`src/rtl/pslc_pkg.sv`:
```
// Package with latch layouts, reset values and timing counts for the synthesizer control.
package pslc_pkg;
	localparam int WORD_W = 24;
	localparam int CLK_PERIOD_NS = 4;
	// Latch select codes held in the two lowest word bits.
	localparam logic [1:0] SEL_CONTROL = 2'h0;
	localparam logic [1:0] SEL_REFDIV = 2'h1;
	localparam logic [1:0] SEL_FEEDBACK = 2'h2;
	localparam logic [1:0] SEL_TEST = 2'h3;
	localparam logic [23:0] WORD_RESET = 24'h000000;
	// Control latch fields.
	localparam int CTL_PRESCALER_POS = 22;
	localparam int CTL_POWERDOWN_POS = 20;
	localparam int CTL_PUMP_CURRENT_POS = 14;
	localparam int CTL_OUTPUT_LEVEL_POS = 12;
	localparam int CTL_MUTE_POS = 11;
	localparam int CTL_PUMP_GAIN_POS = 10;
	localparam int CTL_PUMP_TRISTATE_POS = 9;
	localparam int CTL_POLARITY_POS = 8;
	localparam int CTL_OUTPUT_SELECT_POS = 5;
	localparam int CTL_COUNTER_CLEAR_POS = 4;
	localparam int CTL_CORE_CURRENT_POS = 2;
	// Reference divider latch fields.
	localparam int REF_BAND_DIV_POS = 20;
	localparam int REF_LOCK_PRECISION_POS = 18;
	localparam int REF_ANTIBACKLASH_POS = 16;
	localparam int REF_COUNT_POS = 2;
	// Feedback divider latch fields.
	localparam int FB_DIVIDE_BY_TWO_BIT_SELECT_POS = 23;
	localparam int FB_DIVIDE_BY_TWO_BIT_POS = 22;
	localparam int FB_PUMP_GAIN_POS = 21;
	localparam int FB_COARSE_POS = 8;
	localparam int FB_SWALLOW_POS = 2;
	// Output select codes.
	localparam logic [2:0] MUX_TRISTATE = 3'h0;
	localparam logic [2:0] MUX_DIGITAL_LOCK = 3'h1;
	localparam logic [2:0] MUX_FEEDBACK = 3'h2;
	localparam logic [2:0] MUX_HIGH = 3'h3;
	localparam logic [2:0] MUX_REFERENCE = 3'h4;
	localparam logic [2:0] MUX_ANALOG_LOCK = 3'h5;
	// Lock detect and band select timing.
	localparam int LOCK_SET_NS = 15;
	localparam int LOCK_CLEAR_NS = 25;
	localparam int LOCK_SET_CYC = (LOCK_SET_NS + CLK_PERIOD_NS - 1) / CLK_PERIOD_NS;
	localparam int LOCK_CLEAR_CYC = (LOCK_CLEAR_NS + CLK_PERIOD_NS - 1) / CLK_PERIOD_NS;
	localparam int LOCK_COUNT_NORMAL = 3;
	localparam int LOCK_COUNT_PRECISE = 5;
	localparam int BAND_SELECT_CYCLES = 5;
endpackage

```
`src/rtl/pslc_word_if.sv`:
```
// Interface carrying a completed serial word and its load pulse.
`timescale 1ns/10ps
`default_nettype none
interface pslc_word_if;
	logic [23:0] word;
	logic load;
	modport source (output word, output load);
	modport sink (input word, input load);
endinterface
`default_nettype wire

```
`src/rtl/pslc_control.sv`:
```
// Top level of the synthesizer digital control: latches, dividers, detector and lock logic.
// Function
// - Fourteen-bit reference divider, ratios 1 to 16383, feeds the phase detector.
// - Detector compares reference with feedback divided by prescaler times coarse plus swallow.
// - Two reference latch bits pick the antibacklash pulse width.
// - Three-bit control field chooses what the multiplexed output pin shows.
// - Precision off: lock asserts after three cycles with error under 15 ns.
// - Precision on: lock needs five consecutive cycles with error under 15 ns.
// - Lock stays high until one cycle shows error above 25 ns.
// - Analog lock is open drain, high when locked with narrow low pulses.
// - Bits arrive first bit highest, shifted on each serial clock rising edge.
// - Load strobe rising edge copies the shift register into one latch.
// - Two lowest word bits choose control, reference, feedback or test latch.
// - Band selection runs at power-up and on every feedback latch write.
// - Band selection lasts five band clock cycles with tuning held at reference.
// - Band clock divider divides by 1, 2, 4 or 8; host keeps it slow.
// - Feedback latch bit 22 enables divide-by-two of the oscillator output.
// - Two control bits choose core current among four steps.
// - Two control bits choose output stage tail current among four levels.
// - With mute set, output stage supply stays off until digital lock.
// - Control latch fields sit at their fixed bit positions.
// - Feedback latch fields sit at their fixed bit positions.
// - Chip enable low powers down and three-states the pump.
`timescale 1ns/10ps
`default_nettype none
module pslc_control
	import pslc_pkg::*;
#(
	parameter int REF_W = 14,
	parameter int COARSE_W = 13,
	parameter int SWALLOW_W = 5,
	parameter int ERR_W = 8
)
(
	input wire logic clk,
	input wire logic reset,
	input wire logic serialClock,
	input wire logic serialData,
	input wire logic loadStrobe,
	input wire logic chipEnable,
	input wire logic referenceIn,
	input wire logic prescalerIn,
	output logic modulusSelect,
	output logic pumpUp,
	output logic pumpDown,
	output logic pumpThreeState,
	output logic [5:0] pumpCurrent,
	output logic pumpGain,
	output logic [1:0] prescalerSel,
	output logic [1:0] coreCurrent,
	output logic [1:0] outputLevel,
	output logic outputStageOn,
	output logic divideByTwo,
	output logic divideByTwoSelect,
	output logic tuneToReference,
	output logic bandSelectBusy,
	output logic digitalLock,
	output logic analogLockOut,
	output logic analogLockOe,
	output logic multiplexedOut,
	output logic multiplexedOutOe,
	output logic poweredDown
);
	pslc_word_if wordBus ();

	logic [WORD_W-1:0] deviceControlWord_reg;
	logic [WORD_W-1:0] referenceDividerWord_reg;
	logic [WORD_W-1:0] feedbackDividerWord_reg;
	logic feedbackWrite_reg;
	logic [2:0] pinMeta_reg, pinSync_reg, pinLast_reg;
	logic ceSync, refEdge, preEdge;
	logic [REF_W-1:0] refCount_reg, refRatio;
	logic refPulse_reg;
	logic [COARSE_W-1:0] coarseCount_reg, coarseRatio;
	logic [SWALLOW_W-1:0] swallowCount_reg, swallowRatio;
	logic fbPulse_reg;
	logic modulus_reg;
	logic holdCounters;
	logic up_reg, down_reg;
	logic [2:0] backlash_reg;
	logic [ERR_W-1:0] error_reg;
	logic pfdDone_reg;
	logic [ERR_W-1:0] lastError_reg;
	logic [2:0] goodCount_reg;
	logic lock_reg;
	logic [2:0] lockNeed;
	logic [2:0] bandDiv_reg;
	logic [2:0] bandDivRatio;
	logic bandTick;
	logic bandBusy_reg;
	logic [2:0] bandCount_reg;
	logic multiplexed_output_pin_reg, muxOe_reg;
	logic multiplexed_output_pin_next, muxOe_next;
	logic analogLow;

	pslc_serial_shift i_pslc_serial_shift (
		.clk(clk),
		.reset(reset),
		.serialClock(serialClock),
		.serialData(serialData),
		.loadStrobe(loadStrobe),
		.wordOut(wordBus)
	);

	// A word is taken only when the strobe edge arrives; test latch words are discarded.
	always_ff @(posedge clk) begin
		if (reset) begin
			deviceControlWord_reg <= WORD_RESET;
			referenceDividerWord_reg <= WORD_RESET;
			feedbackDividerWord_reg <= WORD_RESET;
			feedbackWrite_reg <= 1'b0;
		end else begin
			feedbackWrite_reg <= 1'b0;
			if (wordBus.load) begin
				case (wordBus.word[1:0])
					SEL_CONTROL: begin
						deviceControlWord_reg <= wordBus.word;
					end
					SEL_REFDIV: begin
						referenceDividerWord_reg <= wordBus.word;
					end
					SEL_FEEDBACK: begin
						feedbackDividerWord_reg <= wordBus.word;
						feedbackWrite_reg <= 1'b1;
					end
					default: begin
						feedbackWrite_reg <= 1'b0;
					end
				endcase
			end
		end
	end

	// Chip enable, reference and prescaler edges come from pins and are synchronised.
	always_ff @(posedge clk) begin
		if (reset) begin
			pinMeta_reg <= 3'h0;
			pinSync_reg <= 3'h0;
			pinLast_reg <= 3'h0;
		end else begin
			pinMeta_reg <= {chipEnable, referenceIn, prescalerIn};
			pinSync_reg <= pinMeta_reg;
			pinLast_reg <= pinSync_reg;
		end
	end

	assign ceSync = pinSync_reg[2];
	assign refEdge = pinSync_reg[1] & ~pinLast_reg[1];
	assign preEdge = pinSync_reg[0] & ~pinLast_reg[0];

	// Field decode of the three latches.
	assign prescalerSel = deviceControlWord_reg[CTL_PRESCALER_POS +: 2];
	assign pumpCurrent = deviceControlWord_reg[CTL_PUMP_CURRENT_POS +: 6];
	assign outputLevel = deviceControlWord_reg[CTL_OUTPUT_LEVEL_POS +: 2];
	assign coreCurrent = deviceControlWord_reg[CTL_CORE_CURRENT_POS +: 2];
	assign pumpGain = deviceControlWord_reg[CTL_PUMP_GAIN_POS]
		| feedbackDividerWord_reg[FB_PUMP_GAIN_POS];
	assign divideByTwo = feedbackDividerWord_reg[FB_DIVIDE_BY_TWO_BIT_POS];
	assign divideByTwoSelect = feedbackDividerWord_reg[FB_DIVIDE_BY_TWO_BIT_SELECT_POS];
	assign refRatio = referenceDividerWord_reg[REF_COUNT_POS +: REF_W];
	assign coarseRatio = feedbackDividerWord_reg[FB_COARSE_POS +: COARSE_W];
	assign swallowRatio = feedbackDividerWord_reg[FB_SWALLOW_POS +: SWALLOW_W];
	assign bandDivRatio = 3'((4'h1 << referenceDividerWord_reg[REF_BAND_DIV_POS +: 2]) - 4'h1);
	assign lockNeed = referenceDividerWord_reg[REF_LOCK_PRECISION_POS]
		? 3'(LOCK_COUNT_PRECISE) : 3'(LOCK_COUNT_NORMAL);

	// Chip enable low or the first power-down bit stops the dividers, detector, lock and output stage; the serial port and multiplexed output keep running.
	assign poweredDown = ~ceSync | deviceControlWord_reg[CTL_POWERDOWN_POS];
	assign pumpThreeState = poweredDown | deviceControlWord_reg[CTL_PUMP_TRISTATE_POS];
	assign holdCounters = poweredDown | deviceControlWord_reg[CTL_COUNTER_CLEAR_POS];

	// Reference divider; a ratio of zero behaves as one so the detector never starves.
	always_ff @(posedge clk) begin
		if (reset || holdCounters) begin
			refCount_reg <= '0;
			refPulse_reg <= 1'b0;
		end else begin
			refPulse_reg <= 1'b0;
			if (refEdge) begin
				if (refCount_reg + REF_W'(1) >= refRatio) begin
					refCount_reg <= '0;
					refPulse_reg <= 1'b1;
				end else begin
					refCount_reg <= refCount_reg + REF_W'(1);
				end
			end
		end
	end

	// Pulse swallow: the prescaler runs at its higher modulus for the first swallow
	// count of each coarse period, giving a total of modulus times coarse plus swallow.
	always_ff @(posedge clk) begin
		if (reset || holdCounters) begin
			coarseCount_reg <= '0;
			swallowCount_reg <= '0;
			fbPulse_reg <= 1'b0;
			modulus_reg <= 1'b0;
		end else begin
			fbPulse_reg <= 1'b0;
			modulus_reg <= (swallowCount_reg < swallowRatio);
			if (preEdge) begin
				if (swallowCount_reg < swallowRatio) begin
					swallowCount_reg <= swallowCount_reg + SWALLOW_W'(1);
				end
				if (coarseCount_reg + COARSE_W'(1) >= coarseRatio) begin
					coarseCount_reg <= '0;
					swallowCount_reg <= '0;
					fbPulse_reg <= 1'b1;
				end else begin
					coarseCount_reg <= coarseCount_reg + COARSE_W'(1);
				end
			end
		end
	end

	assign modulusSelect = modulus_reg;

	// Phase detector: once both sides have fired, both stay on for the antibacklash
	// width so that tiny errors still produce pump action and no dead zone remains.
	always_ff @(posedge clk) begin
		if (reset || holdCounters) begin
			up_reg <= 1'b0;
			down_reg <= 1'b0;
			backlash_reg <= 3'h0;
			pfdDone_reg <= 1'b0;
		end else begin
			pfdDone_reg <= 1'b0;
			if (up_reg && down_reg) begin
				if (backlash_reg >= 3'(referenceDividerWord_reg[REF_ANTIBACKLASH_POS +: 2])) begin
					up_reg <= 1'b0;
					down_reg <= 1'b0;
					backlash_reg <= 3'h0;
					pfdDone_reg <= 1'b1;
				end else begin
					backlash_reg <= backlash_reg + 3'h1;
				end
			end else begin
				if (refPulse_reg) begin
					up_reg <= 1'b1;
				end
				if (fbPulse_reg) begin
					down_reg <= 1'b1;
				end
			end
		end
	end

	// Polarity swaps pump direction for inverting loop filters.
	assign pumpUp = ~pumpThreeState
		& (deviceControlWord_reg[CTL_POLARITY_POS] ? up_reg : down_reg);
	assign pumpDown = ~pumpThreeState
		& (deviceControlWord_reg[CTL_POLARITY_POS] ? down_reg : up_reg);

	// Phase error is the time only one side is on, measured in clock periods.
	always_ff @(posedge clk) begin
		if (reset || holdCounters) begin
			error_reg <= '0;
			lastError_reg <= '0;
		end else if (pfdDone_reg) begin
			lastError_reg <= error_reg;
			error_reg <= '0;
		end else if ((up_reg ^ down_reg) && error_reg != '1) begin
			error_reg <= error_reg + ERR_W'(1);
		end
	end

	// Digital lock; resolution is one clock period, so short thresholds round up.
	always_ff @(posedge clk) begin
		if (reset || holdCounters) begin
			goodCount_reg <= 3'h0;
			lock_reg <= 1'b0;
		end else if (pfdDone_reg) begin
			if (error_reg < ERR_W'(LOCK_SET_CYC)) begin
				if (goodCount_reg + 3'h1 >= lockNeed) begin
					lock_reg <= 1'b1;
				end else begin
					goodCount_reg <= goodCount_reg + 3'h1;
				end
			end else begin
				goodCount_reg <= 3'h0;
			end
			if (error_reg > ERR_W'(LOCK_CLEAR_CYC)) begin
				lock_reg <= 1'b0;
				goodCount_reg <= 3'h0;
			end
		end
	end

	assign digitalLock = lock_reg;

	// Open drain analog lock pulls low only while one side of the detector is on.
	// It follows the gated pump, so a part in power down never pulls the line.
	assign analogLow = pumpUp ^ pumpDown;
	assign analogLockOut = 1'b0;
	assign analogLockOe = analogLow;

	// Band select clock: the reference pulse divided by 1, 2, 4 or 8.
	always_ff @(posedge clk) begin
		if (reset || holdCounters) begin
			bandDiv_reg <= 3'h0;
		end else if (refPulse_reg) begin
			if (bandDiv_reg >= bandDivRatio) begin
				bandDiv_reg <= 3'h0;
			end else begin
				bandDiv_reg <= bandDiv_reg + 3'h1;
			end
		end
	end

	assign bandTick = refPulse_reg && (bandDiv_reg >= bandDivRatio);

	// Band select is busy out of reset, so it also runs at power-up.
	always_ff @(posedge clk) begin
		if (reset) begin
			bandBusy_reg <= 1'b1;
			bandCount_reg <= 3'h0;
		end else if (feedbackWrite_reg) begin
			bandBusy_reg <= 1'b1;
			bandCount_reg <= 3'h0;
		end else if (bandBusy_reg && bandTick) begin
			if (bandCount_reg + 3'h1 >= 3'(BAND_SELECT_CYCLES)) begin
				bandBusy_reg <= 1'b0;
				bandCount_reg <= 3'h0;
			end else begin
				bandCount_reg <= bandCount_reg + 3'h1;
			end
		end
	end

	assign bandSelectBusy = bandBusy_reg;
	assign tuneToReference = bandBusy_reg;

	// Output stage stays dark until lock when muting is requested.
	assign outputStageOn = ~poweredDown
		& (~deviceControlWord_reg[CTL_MUTE_POS] | lock_reg);

	always_comb begin
		multiplexed_output_pin_next = 1'b0;
		muxOe_next = 1'b1;
		case (deviceControlWord_reg[CTL_OUTPUT_SELECT_POS +: 3])
			MUX_TRISTATE: begin
				muxOe_next = 1'b0;
			end
			MUX_DIGITAL_LOCK: begin
				multiplexed_output_pin_next = lock_reg;
			end
			MUX_FEEDBACK: begin
				multiplexed_output_pin_next = fbPulse_reg;
			end
			MUX_HIGH: begin
				multiplexed_output_pin_next = 1'b1;
			end
			MUX_REFERENCE: begin
				multiplexed_output_pin_next = refPulse_reg;
			end
			MUX_ANALOG_LOCK: begin
				muxOe_next = analogLow;
			end
			default: begin
				multiplexed_output_pin_next = 1'b0;
			end
		endcase
	end

	always_ff @(posedge clk) begin
		if (reset) begin
			multiplexed_output_pin_reg <= 1'b0;
			muxOe_reg <= 1'b0;
		end else begin
			multiplexed_output_pin_reg <= multiplexed_output_pin_next;
			muxOe_reg <= muxOe_next;
		end
	end

	assign multiplexedOut = multiplexed_output_pin_reg;
	assign multiplexedOutOe = muxOe_reg;
endmodule
`default_nettype wire

```
`src/rtl/pslc_serial_shift.sv`:
```
// Serial shift register with pin synchronisers and load strobe edge detection.
`timescale 1ns/10ps
`default_nettype none
module pslc_serial_shift
	import pslc_pkg::*;
(
	input wire logic clk,
	input wire logic reset,
	input wire logic serialClock,
	input wire logic serialData,
	input wire logic loadStrobe,
	pslc_word_if.source wordOut
);
	logic [2:0] clkMeta_reg, clkSync_reg;
	logic [2:0] clkLast_reg;
	logic [WORD_W-1:0] shift_reg;
	logic [WORD_W-1:0] word_reg;
	logic load_reg;
	logic clkRise, loadRise;

	// Pins are asynchronous, so each passes two flip-flops before use.
	always_ff @(posedge clk) begin
		if (reset) begin
			clkMeta_reg <= 3'h0;
			clkSync_reg <= 3'h0;
			clkLast_reg <= 3'h0;
		end else begin
			clkMeta_reg <= {serialClock, serialData, loadStrobe};
			clkSync_reg <= clkMeta_reg;
			clkLast_reg <= clkSync_reg;
		end
	end

	assign clkRise = clkSync_reg[2] & ~clkLast_reg[2];
	assign loadRise = clkSync_reg[0] & ~clkLast_reg[0];

	// Data is taken from the sample aligned with the clock edge, first bit ends up on top.
	always_ff @(posedge clk) begin
		if (reset) begin
			shift_reg <= WORD_RESET;
		end else if (clkRise) begin
			shift_reg <= {shift_reg[WORD_W-2:0], clkSync_reg[1]};
		end
	end

	always_ff @(posedge clk) begin
		if (reset) begin
			word_reg <= WORD_RESET;
			load_reg <= 1'b0;
		end else begin
			load_reg <= loadRise;
			if (loadRise) begin
				word_reg <= shift_reg;
			end
		end
	end

	assign wordOut.word = word_reg;
	assign wordOut.load = load_reg;
endmodule
`default_nettype wire

```
`config.mk`:
```
export PLATFORM = sky130hd
export DESIGN_NAME = pslc_control
export DESIGN_NICKNAME = d
export VERILOG_FILES = /design/src/rtl/pslc_pkg.sv /design/src/rtl/pslc_word_if.sv /design/src/rtl/pslc_control.sv /design/src/rtl/pslc_serial_shift.sv
export SDC_FILE = /design/constraint.sdc
export NUM_CORES = 1
export LEC_CHECK = 0
export ABC_AREA = 0
export BUFFER_PORTS_ARGS = -buffer_cell sky130_fd_sc_hd__clkbuf_2
export CAP_MARGIN = 25
export CORE_MARGIN = 1
export CORE_UTILIZATION = 61
export CTS_CLUSTER_DIAMETER = 100
export CTS_CLUSTER_SIZE = 20
export DETAILED_ROUTE_END_ITERATION = 16
export PLACE_DENSITY = 0.79
export SLEW_MARGIN = 20
export SYNTH_ARGS = -nofsm -noshare
export SYNTH_HDL_FRONTEND = slang
export SYNTH_SLANG_ARGS = --single-unit
export TNS_END_PERCENT = 10
```
`constraint.sdc`:
```
create_clock -name clk -period 4.27 [get_ports clk]
set_input_delay 1.281 -clock clk [delete_from_list [all_inputs] [get_ports clk]]
set_output_delay 1.281 -clock clk [all_outputs]
set_load 0.1 [all_outputs]
```
==> key figures <==
Drt
  • Vias: 6,913
  • Vias/cell: between 5 and 6
  • DRC Markers: 0
  • ANT nets after route: 0
  • Routed WL: 18.0 mm
  • Initial DRC count: 597
  • TritonRoute pass-1 iters: 5
  • Post-detailed-route wirelength per cell: 14.5 um

Worst setup path
  • CP Class: register to register
  • CP Data Required Time: ~4.6 ns
  • Critical R2R Capture: coarseCount_reg[5]$_SDFFE_PP0P_
  • R2R setup slack: 0.60 ns
  • FF-to-FF path depth: 12
  • Crit path max fanout: 16
  • Reg-to-Reg Start: coarseCount_reg[0]$_SDFFE_PP0P_
  • Critical Path AT: 4.01 ns
  • CP Capture Type: register
  • Crit. Startpoint: coarseCount_reg[0]$_SDFFE_PP0P_
  • CP Launch Type: register

Yosys
  • Asr flop ratio synth: 0%
  • Number of flops mapped to enable cells by yosys: 0
  • Synth Flop Type: dfxtp_1
  • Post-Syn Area: 0.00840 mm^2
  • Cell type with the largest total area after synthesis: dfxtp_1
  • Seq/Total Area, Yosys: 45.0%
  • Distinct cell type count after synthesis: 49
  • Avg Cell Area, Syn: approximately 8.0 um^2
  • Flops & latches, synth: 189
  • Cells after synthesis: 1,051
  • Yosys warning count: 0
  • Net count after synthesis: 1,107
  • Top cells by area, synth: dfxtp_1 (45%), nand2_1 (12%), a21oi_1 (8.7%)
  • Synth top area share: 45.0%

Hold path
  • Worst Hold Class: register to register
  • WHS Endpoint: i_pslc_serial_shift.wordOut.load$_SDFF_PP0_
  • Hold Path Origin: i_pslc_serial_shift.clkLast_reg[0]$_SDFF_PP0_
  • Worst Hold Depth: 1

Timing
  • Final hold vios: 0
  • Setup-failing EPs final: 0
  • Fin. max-slew vios: 0
  • Final worst path period share: 86.0%
  • Worst-margin pin slew: 0.959 ns
  • Clock skew: 0.00786 ns
  • Slew HR: 35.9%
  • Final WS setup: 0.598 ns
  • Unrepaired setup endpoints after global routing: no
  • WHS: 0.436 ns
  • Max frequency: 0.272 GHz
  • Period minus WS final: 3.67 ns

Placed design
  • Placed Cells: 1,203
  • Pre-CTS WS: 0.349 ns
  • Port bufs: 34
  • Hpwl dp: 12.0 mm
  • Gpl congestion: 0.868

Global routing
  • Initial antenna violation count: 0
  • Vias in the first global route: 6,363
  • First-pass GRT wire length: between 20 and 30 mm
  • GRT overflow: 0
  • Aggregate global-route resource usage: a little over a quarter
  • Largest net degree at the start of global routing: 80

Pwr
  • Gate power share: 2.3%
  • Sequential share of power: 52.5%
  • Clock share of power: between 40% and 50%
  • PD cells: 368 mW/mm^2
  • Int Pwr: 2620 uW
  • Peak supply drop: between 0.3 and 0.4 mV
  • Psw: 751 uW
  • Leakage power: 0.00331 uW
  • Sw Ratio: 22.3%

Floorplanning
  • Die ar.: 0.0142 mm^2
  • # rows: 42
  • Die Wd: 119 um
  • Die Height: about 120 um
  • # IOs: 36
  • Initial Util: 62.9%
  • Core area: 0.0133 mm^2

Clock tree
  • Post-CTS Resized: 0
  • Hold buffer count at CTS: 0
  • Root Driver: clkbuf_16
  • Clk slew on worst S/H paths: 0.07 ns
  • Cts bufs inserted: 17
  • Clk_lat worst skew: roughly 0.43 ns
  • TritonCTS clock tree: yes
  • Sink Count: around 190
  • Post-CTS setup buffers: 0
  • H-tree levels: 4
  • Worst-case clock buffer depth: 2

Outcome
  • Outcome: complete, no violations

Final layout
  • Final non-filler cell total: approximately 1,200
  • Final design utilization: 68.6%
  • Nets: about 1,100
  • Number of fill cells: 1,141
  • Share of cells above drive strength 1: 8.51%
  • N_diodes: 0
  • Area delta synth->final: 8.98%

Job
  • Max Cap Viol: 0
## routing by layer
layer  vias up  track usage, %  share of wire [%]  wire [um]
li1       3491               -                  -          -
met1      3210            33.8                 47       8370
met2       189            43.9                 47       8470
met3        23            5.56                4.6        824
met4         0            8.75                1.5        278
met5         -               0                  0          0
## through the flow
step / total power [uW] / setup TNS, ns / cell area (um^2)
2_1_floorplan: 1870 / -0.294 / 8410
3_3_place_gp: 1890 / 0 / 8580
3_5_place_dp: 1890 / 0 / 8580
4_1_cts: 3390 / 0 / 9140
5_1_grt: 3480 / 0 / 9160
6_report: 3370 / 0 / 9160
## cell type report
class                      count  area (um^2)  area share [%]
multi-input combinational    741         4130            45.1
clock inverter                11          109            1.19
clock buffer                  19          453            4.95
timing repair buffer          45          263            2.87
inverter                      53          199            2.17
sequential                   189         3780            41.3
tap                          176          220            2.41
## logic make-up after synthesis
| kind of cell | after synthesis | synth area share (%) |
|---|---|---|
| compound gates | 211 | 13.6 |
| xor+xnor | 31 | 3.23 |
| fa+ha+maj | 48 | 7.15 |
| buf+inv | 121 | 6.06 |
| flops | 189 | 45.0 |
| mux | 10 | 1.19 |
| other cells | 1 | 0.0446 |
| simple gates | 440 | 23.7 |
## worst max-delay path by stage
stage / endpoint
after floorplan: analogLockOe
after global placement: coarseCount_reg[5]$_SDFFE_PP0P_
after detailed placement: coarseCount_reg[5]$_SDFFE_PP0P_
after CTS: coarseCount_reg[5]$_SDFFE_PP0P_
after global routing: coarseCount_reg[5]$_SDFFE_PP0P_
final: coarseCount_reg[5]$_SDFFE_PP0P_
## cells in the final DEF (no fill, tap or decap), drive strengths merged, types with 5 or more instances in the layout
master	instances
nand3	27
mux2i	10
nor2	38
a31oi	13
nor2b	24
o22ai	7
buf	12
nand2	265
clkinv	6
nand2b	16
nor3	8
a21oi	146
inv	57
nor4	5
ha	48
dfxtp	189
o21ai	25
clkbuf	52
xor2	17
and3	14
xnor2	14
nand4	16
## Yosys cell counts, types with 4 or more instances
| library cell | n |
|---|---|
| nand2_1 | 265 |
| dfxtp_1 | 189 |
| a21oi_1 | 146 |
| inv_1 | 53 |
| ha_1 | 48 |
| clkbuf_1 | 47 |
| nor2_1 | 38 |
| nand3_1 | 27 |
| nor2b_1 | 24 |
| o21ai_0 | 24 |
| xor2_1 | 17 |
| nand2b_1 | 16 |
| nand4_1 | 16 |
| buf_4 | 14 |
| xnor2_1 | 14 |
| a31oi_1 | 13 |
| and3_1 | 13 |
| mux2i_1 | 10 |
| nor3_1 | 8 |
| o22ai_1 | 7 |
| buf_1 | 5 |
| nor4_1 | 5 |
| o211ai_1 | 4 |
| or2_2 | 4 |
## worst max-delay path, stage by stage, from the launching register on
cell	delay, ns
dfxtp_1	0.41
ha_1	0.28
and3_1	0.29
nand2_1	0.10
nor3_1	0.25
and3_1	0.27
xor2_1	0.18
ha_1	0.29
a21oi_1	0.13
o21ai_1	0.21
nor2_2	0.59
nand3_1	0.30
o31ai_1	0.27
## power by group through the flow
stage / clock (uW) / combinational (uW) / sequential (uW)
6_report: 1520 / 78.5 / 1770
5_1_grt: 1620 / 84.3 / 1770
4_1_cts: 1540 / 77.1 / 1770
3_5_place_dp: 0 / 76.9 / 1810
3_3_place_gp: 0 / 77.0 / 1810
2_1_floorplan: 0 / 59.8 / 1810
Note: power is estimated with default switching activity, not from simulation.
